File: src/verilog/ilc_pkg.sv
`default_nettype none
package ilc_pkg;
  // Register offsets of the captured link configuration (byte-wide registers).
  localparam logic [11:0] OFS_FRAMES_PER_MF = 12'h405;
  localparam logic [11:0] OFS_CONV_COUNT = 12'h406;
  localparam logic [11:0] OFS_CTRL_RES = 12'h407;
  localparam logic [11:0] OFS_SUBCLASS_NP = 12'h408;
  localparam logic [11:0] OFS_VERSION_S = 12'h409;
  localparam logic [11:0] OFS_DENSITY_CF = 12'h40A;
  localparam logic [11:0] OFS_RES_ONE = 12'h40B;
  localparam logic [11:0] OFS_RES_TWO = 12'h40C;
  localparam logic [11:0] OFS_RX_CHECKSUM = 12'h40D;
  localparam logic [11:0] OFS_CALC_CHECKSUM = 12'h40E;
  localparam logic [11:0] OFS_LANE1_ID = 12'h412;
  localparam logic [11:0] OFS_LANE_CODE = 12'h403;
  localparam logic [11:0] OFS_FRAME_OCTETS = 12'h404;
  // Controller registers on APB (byte addresses).
  localparam logic [11:0] APB_CTRL = 12'h000;
  localparam logic [11:0] APB_CFG0 = 12'h004;
  localparam logic [11:0] APB_CFG1 = 12'h008;
  localparam logic [11:0] APB_CFG2 = 12'h00C;
  localparam logic [11:0] APB_STATUS = 12'h010;
  localparam logic [11:0] APB_RDATA = 12'h014;
  // Configuration octet positions within the alignment sequence (octet index).
  localparam int unsigned CFG_OCTETS = 14;
  localparam logic [3:0] OCT_LID = 4'h2;
  localparam logic [3:0] OCT_L = 4'h3;
  localparam logic [3:0] OCT_F = 4'h4;
  localparam logic [3:0] OCT_K = 4'h5;
  localparam logic [3:0] OCT_M = 4'h6;
  localparam logic [3:0] OCT_CS_N = 4'h7;
  localparam logic [3:0] OCT_SUB_NP = 4'h8;
  localparam logic [3:0] OCT_VER_S = 4'h9;
  localparam logic [3:0] OCT_HD_CF = 4'hA;
  localparam logic [3:0] OCT_RES1 = 4'hB;
  localparam logic [3:0] OCT_RES2 = 4'hC;
  localparam logic [3:0] OCT_FCHK = 4'hD;
  localparam logic [7:0] RESET_BYTE = 8'h00;
  // Encodings.
  localparam logic [4:0] K_16 = 5'h0F;
  localparam logic [4:0] K_32 = 5'h1F;
  localparam logic [7:0] M_REAL = 8'h00;
  localparam logic [7:0] M_COMPLEX = 8'h01;
  localparam logic [4:0] L_ONE = 5'h00;
  localparam logic [4:0] L_TWO = 5'h01;
  localparam logic [4:0] L_FOUR = 5'h03;
  localparam logic [4:0] L_EIGHT = 5'h07;
  localparam logic [2:0] SUBCLASS_0 = 3'h0;
  localparam logic [2:0] SUBCLASS_1 = 3'h1;
  localparam logic [2:0] VERSION_A = 3'h0;
  localparam logic [2:0] VERSION_B = 3'h1;
endpackage
`default_nettype wire

File: src/verilog/ilc_link_if.sv
`default_nettype none
interface ilc_link_if;
  // Lane 0 octet stream during the alignment sequence.
  logic lane0_valid;
  logic lane0_start;
  logic [7:0] lane0_octet;
  // Lane 1 octet stream during the alignment sequence.
  logic lane1_valid;
  logic lane1_start;
  logic [7:0] lane1_octet;
  // Register read port of the receiver.
  logic [11:0] reg_addr;
  logic reg_rd;
  logic [7:0] reg_rdata;
  logic reg_ack;

  modport rx (
    input lane0_valid, lane0_start, lane0_octet,
    input lane1_valid, lane1_start, lane1_octet,
    input reg_addr, reg_rd,
    output reg_rdata, reg_ack
  );
  modport tx (
    output lane0_valid, lane0_start, lane0_octet,
    output lane1_valid, lane1_start, lane1_octet,
    output reg_addr, reg_rd,
    input reg_rdata, reg_ack
  );
endinterface
`default_nettype wire

File: src/verilog/ilc_transmitter.sv
`default_nettype none
module ilc_transmitter (
  // Clock and reset.
  input wire logic CLK,
  input wire logic RST_N,
  // APB slave.
  input wire logic PSEL,
  input wire logic PENABLE,
  input wire logic PWRITE,
  input wire logic [11:0] PADDR,
  input wire logic [31:0] PWDATA,
  output logic [31:0] PRDATA,
  output logic PREADY,
  output logic PSLVERR,
  // Link side.
  ilc_link_if.tx LINK
);
  ////////////////////////////////////////////////////////////////////////////
  typedef enum logic [2:0] {
    ST_IDLE = 3'b001,
    ST_SEND = 3'b010,
    ST_READ = 3'b100
  } ilc_state_t;

  ilc_state_t state_reg;
  logic [31:0] cfg_reg [0:2];
  logic [3:0] idx_reg;
  logic mode_reg;
  logic [7:0] sum_reg;
  logic [7:0] add_next;
  logic [7:0] rdata_reg;
  logic [7:0] oct_next;
  logic [7:0] lid1_next;
  logic acc;
  logic go_send;
  logic go_read;

  assign acc = PSEL && PENABLE && PREADY;
  assign go_send = acc && PWRITE && PADDR == ilc_pkg::APB_CTRL && PWDATA[0];
  assign go_read = acc && PWRITE && PADDR == ilc_pkg::APB_CTRL && PWDATA[1];

  // Octets 0..12 come from three config words; octet 13 is the sum field.
  always_comb begin
    oct_next = 8'h00;
    lid1_next = {3'h0, cfg_reg[2][20:16]};
    if (idx_reg < 4'h4) begin
      oct_next = cfg_reg[0][8*idx_reg[1:0] +: 8];
    end else if (idx_reg < 4'h8) begin
      oct_next = cfg_reg[1][8*idx_reg[1:0] +: 8];
    end else if (idx_reg < 4'hC) begin
      oct_next = cfg_reg[2][8*idx_reg[1:0] +: 8];
    end else if (idx_reg == 4'hC) begin
      oct_next = cfg_reg[2][31:24];
    end else begin
      oct_next = sum_reg;
    end
    if (idx_reg == 4'h7) begin
      oct_next[7:6] = 2'h0;
    end
    if (idx_reg == 4'hA) begin
      oct_next[4:0] = 5'h00;
    end
    // The sum is built from the octets as sent, so forced fields count as zero.
    add_next = oct_next;
    if (!mode_reg) begin
      case (idx_reg)
        4'h2: add_next = 8'(oct_next[4:0]) + 8'(oct_next[5]) + 8'(oct_next[6]);
        4'h3, 4'hA: add_next = 8'(oct_next[7]) + 8'(oct_next[4:0]);
        4'h5: add_next = 8'(oct_next[4:0]);
        4'h7: add_next = 8'(oct_next[7:6]) + 8'(oct_next[4:0]);
        4'h8, 4'h9: add_next = 8'(oct_next[7:5]) + 8'(oct_next[4:0]);
        default: add_next = oct_next;
      endcase
    end
  end

  always_ff @(posedge CLK or negedge RST_N) begin
    if (!RST_N) begin
      for (int i = 0; i < 3; i++) begin
        cfg_reg[i] <= 32'h00000000;
      end
    end else if (acc && PWRITE && state_reg == ST_IDLE) begin
      if (PADDR == ilc_pkg::APB_CFG0) cfg_reg[0] <= PWDATA;
      if (PADDR == ilc_pkg::APB_CFG1) cfg_reg[1] <= PWDATA;
      if (PADDR == ilc_pkg::APB_CFG2) cfg_reg[2] <= PWDATA;
    end
  end

  always_ff @(posedge CLK or negedge RST_N) begin
    if (!RST_N) begin
      state_reg <= ST_IDLE;
      idx_reg <= 4'h0;
      mode_reg <= 1'b0;
      sum_reg <= 8'h00;
      rdata_reg <= 8'h00;
      LINK.lane0_valid <= 1'b0;
      LINK.lane0_start <= 1'b0;
      LINK.lane0_octet <= 8'h00;
      LINK.lane1_valid <= 1'b0;
      LINK.lane1_start <= 1'b0;
      LINK.lane1_octet <= 8'h00;
      LINK.reg_addr <= 12'h000;
      LINK.reg_rd <= 1'b0;
    end else begin
      LINK.reg_rd <= 1'b0;
      case (state_reg)
        ST_IDLE: begin
          LINK.lane0_valid <= 1'b0;
          LINK.lane1_valid <= 1'b0;
          if (go_send) begin
            state_reg <= ST_SEND;
            idx_reg <= 4'h0;
            mode_reg <= PWDATA[2];
            sum_reg <= 8'h00;
          end else if (go_read) begin
            state_reg <= ST_READ;
            LINK.reg_addr <= PWDATA[27:16];
            LINK.reg_rd <= 1'b1;
          end
        end
        ST_SEND: begin
          LINK.lane0_valid <= 1'b1;
          LINK.lane1_valid <= 1'b1;
          LINK.lane0_start <= (idx_reg == 4'h0);
          LINK.lane1_start <= (idx_reg == 4'h0);
          LINK.lane0_octet <= oct_next;
          LINK.lane1_octet <= (idx_reg == ilc_pkg::OCT_LID) ? lid1_next : oct_next;
          idx_reg <= idx_reg + 4'h1;
          if (idx_reg < 4'hB) sum_reg <= sum_reg + add_next;
          if (idx_reg == ilc_pkg::OCT_FCHK) state_reg <= ST_IDLE;
        end
        ST_READ: begin
          if (LINK.reg_ack) begin
            rdata_reg <= LINK.reg_rdata;
            state_reg <= ST_IDLE;
          end
        end
        default: state_reg <= ST_IDLE;
      endcase
    end
  end

  // APB answers with zero wait states once the setup phase is seen.
  always_ff @(posedge CLK or negedge RST_N) begin
    if (!RST_N) begin
      PRDATA <= 32'h00000000;
      PREADY <= 1'b0;
      PSLVERR <= 1'b0;
    end else begin
      PREADY <= PSEL && !PENABLE;
      PSLVERR <= 1'b0;
      if (PSEL && !PENABLE && !PWRITE) begin
        case (PADDR)
          ilc_pkg::APB_CFG0: PRDATA <= cfg_reg[0];
          ilc_pkg::APB_CFG1: PRDATA <= cfg_reg[1];
          ilc_pkg::APB_CFG2: PRDATA <= cfg_reg[2];
          ilc_pkg::APB_STATUS: PRDATA <= {29'h0, state_reg};
          ilc_pkg::APB_RDATA: PRDATA <= {24'h0, rdata_reg};
          default: PRDATA <= 32'h00000000;
        endcase
      end
    end
  end
endmodule
`default_nettype wire

File: src/flat_wrapper.sv
// flat-port wrapper written by rule: the top's interface ports become plain ports
module ilc_transmitter_flat 
  (CLK, RST_N, PSEL, PENABLE, PWRITE, PADDR, PWDATA, PRDATA, PREADY, PSLVERR, LINK_lane0_valid, LINK_lane0_start, LINK_lane0_octet, LINK_lane1_valid, LINK_lane1_start, LINK_lane1_octet, LINK_reg_addr, LINK_reg_rd, LINK_reg_rdata, LINK_reg_ack);
  ilc_link_if LINK_i ();
  input wire logic CLK;
  input wire logic RST_N;
  input wire logic PSEL;
  input wire logic PENABLE;
  input wire logic PWRITE;
  input wire logic [11:0] PADDR;
  input wire logic [31:0] PWDATA;
  output logic [31:0] PRDATA;
  output logic PREADY;
  output logic PSLVERR;
  output wire logic [$bits(LINK_i.lane0_valid)-1:0] LINK_lane0_valid;
  output wire logic [$bits(LINK_i.lane0_start)-1:0] LINK_lane0_start;
  output wire logic [$bits(LINK_i.lane0_octet)-1:0] LINK_lane0_octet;
  output wire logic [$bits(LINK_i.lane1_valid)-1:0] LINK_lane1_valid;
  output wire logic [$bits(LINK_i.lane1_start)-1:0] LINK_lane1_start;
  output wire logic [$bits(LINK_i.lane1_octet)-1:0] LINK_lane1_octet;
  output wire logic [$bits(LINK_i.reg_addr)-1:0] LINK_reg_addr;
  output wire logic [$bits(LINK_i.reg_rd)-1:0] LINK_reg_rd;
  input wire logic [$bits(LINK_i.reg_rdata)-1:0] LINK_reg_rdata;
  input wire logic [$bits(LINK_i.reg_ack)-1:0] LINK_reg_ack;
  assign LINK_lane0_valid = LINK_i.lane0_valid;
  assign LINK_lane0_start = LINK_i.lane0_start;
  assign LINK_lane0_octet = LINK_i.lane0_octet;
  assign LINK_lane1_valid = LINK_i.lane1_valid;
  assign LINK_lane1_start = LINK_i.lane1_start;
  assign LINK_lane1_octet = LINK_i.lane1_octet;
  assign LINK_reg_addr = LINK_i.reg_addr;
  assign LINK_reg_rd = LINK_i.reg_rd;
  assign LINK_i.reg_rdata = LINK_reg_rdata;
  assign LINK_i.reg_ack = LINK_reg_ack;
  ilc_transmitter u_core (.CLK(CLK), .RST_N(RST_N), .PSEL(PSEL), .PENABLE(PENABLE), .PWRITE(PWRITE), .PADDR(PADDR), .PWDATA(PWDATA), .PRDATA(PRDATA), .PREADY(PREADY), .PSLVERR(PSLVERR), .LINK(LINK_i));
endmodule
File: config.mk
export PLATFORM = sky130hd
export DESIGN_NAME = ilc_transmitter_flat
export DESIGN_NICKNAME = d
export VERILOG_FILES = /design/src/verilog/ilc_pkg.sv /design/src/verilog/ilc_link_if.sv /design/src/verilog/ilc_transmitter.sv /design/src/flat_wrapper.sv
export SDC_FILE = /design/constraint.sdc
export NUM_CORES = 1
export LEC_CHECK = 0
export BUFFER_PORTS_ARGS = -buffer_cell sky130_fd_sc_hd__buf_2
export CAP_MARGIN = 0
export CORE_UTILIZATION = 42
export CTS_CLUSTER_DIAMETER = 80
export CTS_CLUSTER_SIZE = 12
export DETAILED_ROUTE_END_ITERATION = 7
export GPL_TIMING_DRIVEN = 0
export SYNTH_ARGS = -nofsm -noshare
export SYNTH_HDL_FRONTEND = slang
export SYNTH_SLANG_ARGS = --single-unit
File: constraint.sdc
create_clock -name CLK -period 6.7 [get_ports CLK]
set_clock_uncertainty 0.1 [all_clocks]
set_input_delay 0 -clock CLK [delete_from_list [all_inputs] [get_ports CLK]]
set_output_delay 0 -clock CLK [all_outputs]
set_load 0.005 [all_outputs]
# Word-level counts from Yosys, hierarchy flattened

Index checks and enable logic that the tools add are counted.

Flip-flop bits (word level): 184
Bits of input ports: 58
Word-level logic and storage cells: 102

Bitwise operators: 1
Muxes and demuxes: 24
Equality and inequality tests: 22
Shift operators: 3
$lt $le $gt $ge: 4
Reduce and logical (&&, ||, !) cells: 25
$add $sub $neg: 7

Operators with widths:

| kind                | number |
|---|---|
| $pmux 32 s5         | 1 |
| $shiftx 32x6->8     | 3 |
| $mux 8              | 8 |
| $pmux 8 s5          | 1 |
| $eq 12x4->1 const B | 2 |
| $eq 12x5->1 const B | 2 |
| $eq 4x4->1 const B  | 5 |
| $pmux 8 s2          | 1 |
| $eq 12x3->1 const B | 1 |
| $logic_not 12->1    | 1 |
| $lt 4x4->1 const B  | 3 |
| $mux 3              | 4 |
| $reduce_and 2->1    | 6 |
| $logic_and 1x1->1   | 9 |
| $pmux 3 s3          | 1 |
| $reduce_and 3->1    | 3 |
| $add 8x1->8         | 1 |
| $add 8x8->8         | 1 |
| $eq 4x2->1 const B  | 2 |
| $eq 4x3->1 const B  | 2 |
| $pmux 4 s2          | 1 |
| $add 1x5->6         | 1 |
| $add 2x5->6         | 1 |
| $add 3x5->6         | 1 |
| other kinds (19)    | 25 |

# Depth between registers and ports, before layout

Gate-level depths: netlist of the first run.

Word-level depth: 13
Gate-level depth with buffers: 23

# Worst setup path after synthesis of the first run

No wires, ideal clock.

Kind: register to register
From: reg u_core.idx_reg[0]
To: reg u_core.sum_reg[7]
Arrival: 4.782 ns
Setup slack: 1.738 ns
Cell stages (with the launch flop): 21
Clock period less this slack: 4.962 ns
Cells stage by stage: dfrtp_1 buf_6 buf_2 buf_4 inv_1 ha_1 buf_2 mux2_2 a222oi_1 nand3_1 ha_1 ha_1 o211a_1 o311a_1 a211o_1 ha_1 nand2_1 o211ai_1 a211o_1 a21oi_1 mux2i_1

Cells in the longest elaborated chain, start to end: 13
Elaborated cells between the ends (all ways): 35
Classes of those cells: 6 x add/sub; 4 x order compare; 9 x eq/ne; 3 x shift; 10 x mux; 3 x reduce/logical

RTL lines:

| what                                                                    | RTL line               | RTL |
|---|---|---|
| from (decl)                                                             | ilc_transmitter.sv:27  | `logic [3:0] idx_reg;` |
| from (signal assigned)                                                  | ilc_transmitter.sv:128 | `idx_reg <= idx_reg + 4'h1;` |
| parallel branches: the longest is 5 deep, another holds $shiftx 32x6->8 | --                     |  |
| $mux 5 *                                                                | ilc_transmitter.sv:60  | `if (idx_reg == 4'hA) begin` |
| via u_core.oct_next[1]                                                  | ilc_transmitter.sv:32  | `logic [7:0] oct_next;` |
| $add 5x1->6                                                             | ilc_transmitter.sv:67  | `4'h2: add_next = 8'(oct_next[4:0]) + 8'(oct_next[5]) + 8'(oct_next[6]);` |
| $add 8x1->8                                                             | ilc_transmitter.sv:67  |  |
| $pmux 8 s5                                                              | ilc_transmitter.sv:66  | `case (idx_reg)` |
| $mux 8 *                                                                | ilc_transmitter.sv:65  | `if (!mode_reg) begin` |
| $add 8x8->8 *                                                           | ilc_transmitter.sv:129 | `if (idx_reg < 4'hB) sum_reg <= sum_reg + add_next;` |
| $mux 8 *                                                                | ilc_transmitter.sv:129 |  |
| $pmux 8 s2 *                                                            | ilc_transmitter.sv:106 | `case (state_reg)` |
| to (signal assigned)                                                    | ilc_transmitter.sv:129 |  |
| to (decl)                                                               | ilc_transmitter.sv:29  | `logic [7:0] sum_reg;` |

Mark *: on every way through the listed nets, which the timed path passes. The select of a mux whose other input is x is not followed.
A chain may end at the register's enable or synchronous reset.

# Worst setup path in the final report of the first run

From: reg u_core.idx_reg[1]
To: reg u_core.sum_reg[7]

The elaborated chain is that of the path after synthesis.

==> results.md, run 1 <==
* Status: finished, violations left
* Failing checks: design-rule violations, negative hold slack
* Wire per inst at 20.88 microns
* Crit-path slowest cell: o21ai_0
* Yosys warnings at 0
* Critical-path maximum fanout at 10
* Final nets at about 1,100
* CP Launch Type: register
* Post-CTS setup buffers at 0
* Crit path DAT at around 6.3 ns
* Layout cells sized above 1 at between 30% and 40%
* Most used cell, CP: ha_1
* Vias/cell at between 5 and 6
* Post-CTS resize count at 0
* Finished Layout Cells at 1,311
* Critical path type: reg -> reg
* Unrepaired setup endpoints after global routing: no
* Max_cap viols at 0
* Starting density of the core at a little over two fifths
* Vias in the first global route at between 7,000 and 8,000
* Clock Tree Buf Depth at 2
* Pwr Density at between 150 and 200 nW/um^2
* Most common flop cell mapped by yosys: dfrtp_1
* Post-synth top area share at 48.09%
* Top-count cell post-synth: dfrtp_1
* Metal1 wirelength at ~12,000 microns
* Sequential share of the synthesized area at between 40% and 50%
* Number of buffers added on ports at around 120
* R2R Path Start: u_core.idx_reg[1]
* Number of clock buffers inserted by TritonCTS at 17
* Clock sinks at 184
* Via count at around 7,300
* Rows at 54
* Pre-antenna DRT Iters at 8
* Antenna fix cells at 0
* Ys async rst share at 100.0%
* Number of synthesized flops with an enable pin at 0
* R2R setup slack at a little over 0.6 ns
* CTS tree: yes
* Met3 WL at around 2000 microns
* Worst slew pin tran at 1.046 ns
* Slew margin rel. at between 20% and 30%
* WL final at approximately 27,000 microns
* Met2 routed wirelength at approximately 12,000 microns
* CTS H-Tree Depth at 4
* WP data required at ~7.0 ns
* HP Class: in -> async
* 1st-iter DRT viols at 519
* Post-synth top cells: 183 x dfrtp_1, 128 x mux2_2, 84 x nand2_1, 61 x o21ai_0, 52 x nor2_1
* Pin count of the biggest net entering global routing at 115
* Crit path time final at between 6 and 7 ns
* DP HPWL at between 20,000 and 25,000 microns
* Antenna violation net count after detailed routing at 0
* Mapped Nets at ~900
* Clock root buffer master: clkbuf_16
* Chip width at between 150 and 200 microns
* Syn_area_per_cell at 11.47 sq um
* Final setup viols at 0
* Max FFs per register at 96
* Core box area at 22,030 sq um
* Die Y at between 150 and 200 microns
* CP max stage delay at roughly 0.83 ns
* Reg area at roughly 4600 sq um
* Hold slack at -0.001278 ns
* All-Layer GR Usage at roughly 24%
* Leak pwr at just under 6 nW
* Die area at between 20,000 and 25,000 sq um
* Fin. Hold Viols at 1
* Synth area leaders: dfrtp_1 48%, mux2_2 15%, mux4_2 5.0%
* DR DRC count at 7
* IO Pins at 125
* First-pass GRT wire length at 42,590 microns
* Register-to-Register Path Depth at 21
* Antenna violations before repair at 0
* Critical-path cell list: buf_2 -> buf_4 -> buf_4 -> inv_1 -> ha_1 -> buf_2 -> mux2_2 -> o22ai_1 -> o21ai_0 -> ha_1 -> ha_1 -> ha_1 -> o211a_1 -> o311a_1 -> a211o_1 -> ha_1 -> nand2_1 -> o211ai_1 -> a211o_1 -> a21oi_1 -> mux2i_1
* Worst vdd ir at around 0.00015 V
* GR Overflow Total at 0
* Setup TNS at 0 ns
* Worst skew pair latency at 0.45 ns
* Dpl cells at between 1,000 and 1,500
* Hold_buf cts at 45
* Post-Syn Instances at between 800 and 900
* Routability Congestion at just under 0.9
* Cell Area, Synth at ~9500 sq um
* Post-route clock period utilization at roughly 91%
* Area Growth Syn to Fin at 21.98%
* Unique cell type count in the Yosys netlist at 68
* Yosys top cell by area: dfrtp_1
* Fill count at around 2,000
* Worst-path clk slew at 0.09 ns
* CP top delay family: compound AO/OA/AOI/OAI gates
* Final Max Tran Viols at 0
* Max Clk Rate at 164.4 MHz
* Highest metal used: met4
* Seq cells post-synth at around 180
* Final Util at between 50% and 60%
* Crit path buf inv count at 5
* RR Endpoint: u_core.sum_reg[7]
* Multi-input gate area in the final layout at roughly 4600 sq um
* CP endpoint kind: register
[layout make-up]
| type | instances | share of cell area (%) |
|---|---|---|
| Sequential cell | 184 | 39.65 |
| Multi-Input combinational cell | 579 | 39.63 |
| Timing Repair Buffer | 169 | 9.501 |
| Clock buffer | 17 | 3.663 |
| Tap cell | 280 | 3.016 |
| Buffer | 51 | 2.219 |
| Clock inverter | 15 | 1.799 |
| Inverter | 16 | 0.5171 |
[cells by family (layout without fill, tap and decap cells)]
group / after synthesis / after routing / synth area share (%)
compound gates: 158 / 158 / 10.57
xor+xnor: 7 / 7 / 0.7884
fa+ha+maj: 20 / 20 / 2.786
buf+inv: 67 / 268 / 3.338
flops: 184 / 184 / 48.37
mux: 190 / 190 / 24.47
other cells: 1 / 1 / 0.03938
simple gates: 203 / 203 / 9.646
[worst max path at each step]
stage	from	cells after the start	endpoint
after detailed placement	u_core.idx_reg[1]	21	u_core.sum_reg[7]
after global routing	u_core.idx_reg[0]	21	u_core.sum_reg[7]
final	u_core.idx_reg[1]	21	u_core.sum_reg[7]
after floorplan	u_core.idx_reg[0]	20	u_core.sum_reg[7]
after global placement	u_core.idx_reg[0]	21	u_core.sum_reg[7]
after CTS	u_core.idx_reg[1]	21	u_core.sum_reg[7]
[routing by layer]
layer / track usage (%) / up-vias
met2: 37.75 / 269
met5: 0 / -
met4: 6.830 / 0
met3: 5.518 / 26
li1: - / 3387
met1: 33.93 / 3648
[power breakdown]
group	switching [W]	leakage, nW	internal, W
registers	0.00000317	2.50	0.00111
clock network	0.000538	0.306	0.000521
logic	0.0000537	2.97	0.0000427
[placed cells by master, fill, tap and decap left out, types with 17 or more instances in the layout]
cell type / n
dlygate4sd3_1: 45
clkbuf_1: 19
mux2_2: 128
a21oi_1: 37
nor2_1: 52
mux2i_1: 40
nand2_1: 84
mux4_2: 21
o21ai_0: 61
dfrtp_1: 183
buf_2: 138
ha_1: 18
clkbuf_16: 17
[metrics by stage]
stage          worst slack (ns)  power (W)  hold WS [ns]  instance area [sq um]
6_report                 0.6157   0.002272     -0.001278                  11610
4_1_cts                  0.6742   0.002294       0.01767                  11610
3_3_place_gp             0.7826   0.001214       0.09630                  10490
5_1_grt                  0.3211   0.002346       0.05053                  11610
3_5_place_dp             0.7021   0.001217      -0.08794                  10530
2_1_floorplan             1.738   0.001157       -0.3956                   9522
Power figures use the tool's default switching activity.
==> run 2: changes to the inputs <==
BUFFER_PORTS_ARGS = not set   (was -buffer_cell sky130_fd_sc_hd__buf_2)
DONT_BUFFER_PORTS = 1   (was not set)
==> run 2 against run 1 <==
  * The flow finishes with violations (design-rule violations)
  * Routed wire length shrank 0.23%
  * Non-clock buffer count shrank 119
  * Register-to-register slack gained 0.18 ns
  * Combinational power shrank 19%
  * First-iteration DRC count shrank 0.77%
  * Sequential power is essentially flat
  * Sequential share of layout area grew 2.2 points
  * Die area is the same
  * Total power shrank 1.5%
  * Utilization shrank 2.7 points
  * Clock power is essentially flat
  * Maximum frequency grew 3.0%
  * Largest power group unchanged
  * Highest routed layer is now met5
==> results.md, run 2 (same netlist as run 1, synthesis figures left out) <==
* Status: finished, violations left (unchanged)
* Failing checks: design-rule violations (was design-rule violations, negative hold slack)
* Final nets at 977 (was 1,096)
* Crit path DAT at 6.18 ns (was 6.33 ns)
* Antenna violations before repair at 1 (was 0)
* CP Launch Type: register (unchanged)
* P_int at 0.001658 W (was 0.001678 W)
* Clk pwr share at 46.6% (about the same)
* Final setup viols at 0 (unchanged)
* All-Layer GR Usage at 24.28% (was 24.25%)
* Routability Congestion at 0.9007 (was 0.8914)
* Antenna fix cells at 0 (unchanged)
* Starting density of the core at 43.23% (unchanged)
* Vias/cell at 5.814 (was 5.591)
* Clock root buffer master: clkbuf_16 (unchanged)
* DP HPWL at 20,020 microns (was 20,290 microns)
* Switching Share at 25.91% (was 26.18%)
* Wire per inst at 22.92 microns (was 20.88 microns)
* Antenna violation net count after detailed routing at 0 (unchanged)
* Layout cells sized above 1 at 24.12% (was 33.27%)
* Worst skew pair latency at 0.45 ns (about the same)
* Combinational Power Share at 3.5% (was 4.2%)
* Commonest cells after routing, fill and taps aside: 183 x dfrtp_1, 128 x mux2_2, 84 x nand2_1 (was 183 x dfrtp_1, 138 x buf_2, 128 x mux2_2)
* First-pass GRT wire length at 42,420 microns (was 42,590 microns)
* GR Overflow Total at 0 (unchanged)
* Worst vdd ir at 0.0001376 V (was 0.0001545 V)
* Leak pwr at 5.186 nW (was 5.768 nW)
* Max Clk Rate at 169.3 MHz (was 164.4 MHz)
* Commonest non-fill, non-tap cell in the layout: dfrtp_1 (unchanged)
* CP endpoint kind: register (unchanged)
* Max_cap viols at 0 (unchanged)
* Hold slack at 0.01277 ns (was -0.001278 ns)
* Pre-antenna DRT Iters at 8 (unchanged)
* Core box area at 22,030 sq um (unchanged)
* Chip width at 152.6 microns (unchanged)
* Die area at 23,280 sq um (unchanged)
* Post-CTS resize count at 0 (unchanged)
* Slew margin rel. at 38.62% (was 29.51%)
* Area Growth Syn to Fin at 15.69% (was 21.98%)
* Register-to-Register Path Depth at 21 (unchanged)
* Vias in the first global route at 7,135 (was 7,340)
* Worst-path clk slew at 0.08 ns (was 0.09 ns)
* HP Class: in -> reg (was in -> async)
* Number of buffers added on ports at 0 (was 123)
* Critical-path maximum fanout at 10 (unchanged)
* WP data required at 6.97 ns (was 6.95 ns)
* Fin. Hold Viols at 0 (was 1)
* Number of clock buffers inserted by TritonCTS at 17 (unchanged)
* Via count at 6,930 (was 7,330)
* Final Max Tran Viols at 0 (unchanged)
* CTS H-Tree Depth at 4 (unchanged)
* Clock sinks at 184 (unchanged)
* WL final at 27,320 microns (was 27,380 microns)
* IO Pins at 125 (unchanged)
* Max FFs per register at 96 (unchanged)
* Final Util at 50.01% (was 52.73%)
* Pwr Density at 203.2 nW/um^2 (was 195.6 nW/um^2)
* Rows at 54 (unchanged)
* Pin count of the biggest net entering global routing at 185 (was 115)
* Worst slew pin tran at 0.9207 ns (was 1.046 ns)
* DR DRC count at 8 (was 7)
* Setup TNS at 0 ns (unchanged)
* Crit path time final at 5.907 ns (was 6.084 ns)
* Critical path type: reg -> reg (unchanged)
* CTS tree: yes (unchanged)
* 1st-iter DRT viols at 515 (was 519)
* Final WS setup at 0.7931 ns (was 0.6157 ns)
* Fill count at 2,025 (was 1,985)
* Clock Tree Buf Depth at 2 (unchanged)
* Unrepaired setup endpoints after global routing: no (unchanged)
* Psw at 0.0005798 W (was 0.0005949 W)
* Place WS at 0.8477 ns (was 0.7021 ns)
* WHS Path Cells at 4
* Die Y at 152.6 microns (unchanged)
* Post-route clock period utilization at 88.16% (was 90.81%)
* Seq pwr share at 50.0% (was 49.2%)
-- run 2: cell types whose count changed in the layout (fill, tap and decap cells not counted) --
cell and delta:
buf_2 -122, buf_8 -1, clkinvlp_4 +1, dlygate4sd3_1 +4
inv_12 -2, inv_8 +1
-- run 2: area by class of cell --
type	count	area (sq um)	share of cell area [%]
multi-input cells	579	4603	41.79
flip-flops and latches	184	4606	41.81
inverters	16	60.06	0.5452
plain buffers	51	257.7	2.340
clock buffers	17	425.4	3.862
repair buffers	50	518.0	4.702
well taps	280	350.3	3.180
clock inverters	15	195.2	1.772
-- run 2: routing by layer --
metal	up-vias	track usage (%)	share of wire (%)
li1	3154	-	-
met1	3522	32.95	46
met2	225	38.44	46
met3	27	6.542	7.2
met4	2	6.253	1.4
met5	-	0	0.048
-- run 2: path summary, 6_finish.rpt --
kind                       slack, ns         startpoint                          to
setup / recovery                0.79  u_core.idx_reg[1]           u_core.sum_reg[7]
hold / removal                  0.01            PENABLE          u_core.cfg_reg[65]
setup reg to reg                0.79  u_core.idx_reg[1]           u_core.sum_reg[7]
hold reg to reg                 0.39  u_core.sum_reg[7]           u_core.sum_reg[7]
max in group asynchronous       5.65              RST_N  u_core.LINK.lane0_octet[7]
min in group asynchronous       0.15              RST_N           u_core.PRDATA[25]
-- run 2: critical path, stage by stage (launching register included) --
cell      delay [ns]
dfrtp_1         0.47
buf_2           0.30
buf_4           0.26
buf_4           0.24
inv_1           0.09
ha_1            0.22
buf_2           0.21
mux2_2          0.24
o22ai_1         0.07
o21ai_0         0.72
ha_1            0.32
ha_1            0.27
ha_1            0.27
o211a_1         0.26
o311a_1         0.35
a211o_1         0.27
ha_1            0.32
nand2_1         0.09
o211ai_1        0.12
a211o_1         0.27
a21oi_1         0.16
mux2i_1         0.20
-- run 2: metrics by stage --
step                      power [W]  std cells  cell area [sq um]
after detailed placement   0.001163       1110               9872
after floorplan            0.001157        830               9522
after CTS                  0.002258       1191              11000
final                      0.002238       1192              11020
after global placement     0.001163       1110               9872
after global routing       0.002304       1192              11020
-- run 2: power groups by stage --
stage | clock (W) | sequential, W | combinational, W
5_1_grt | 0.00110 | 0.00112 | 0.0000863
3_3_place_gp | 0 | 0.00114 | 0.0000231
4_1_cts | 0.00106 | 0.00112 | 0.0000787
2_1_floorplan | 0 | 0.00114 | 0.0000184
6_report | 0.00104 | 0.00112 | 0.0000779
3_5_place_dp | 0 | 0.00114 | 0.0000231
-- run 2: timing repair --
action	CTS	global route
hold endpoints to repair	314	8
buffers inserted	0	0
hold buffers	49	1
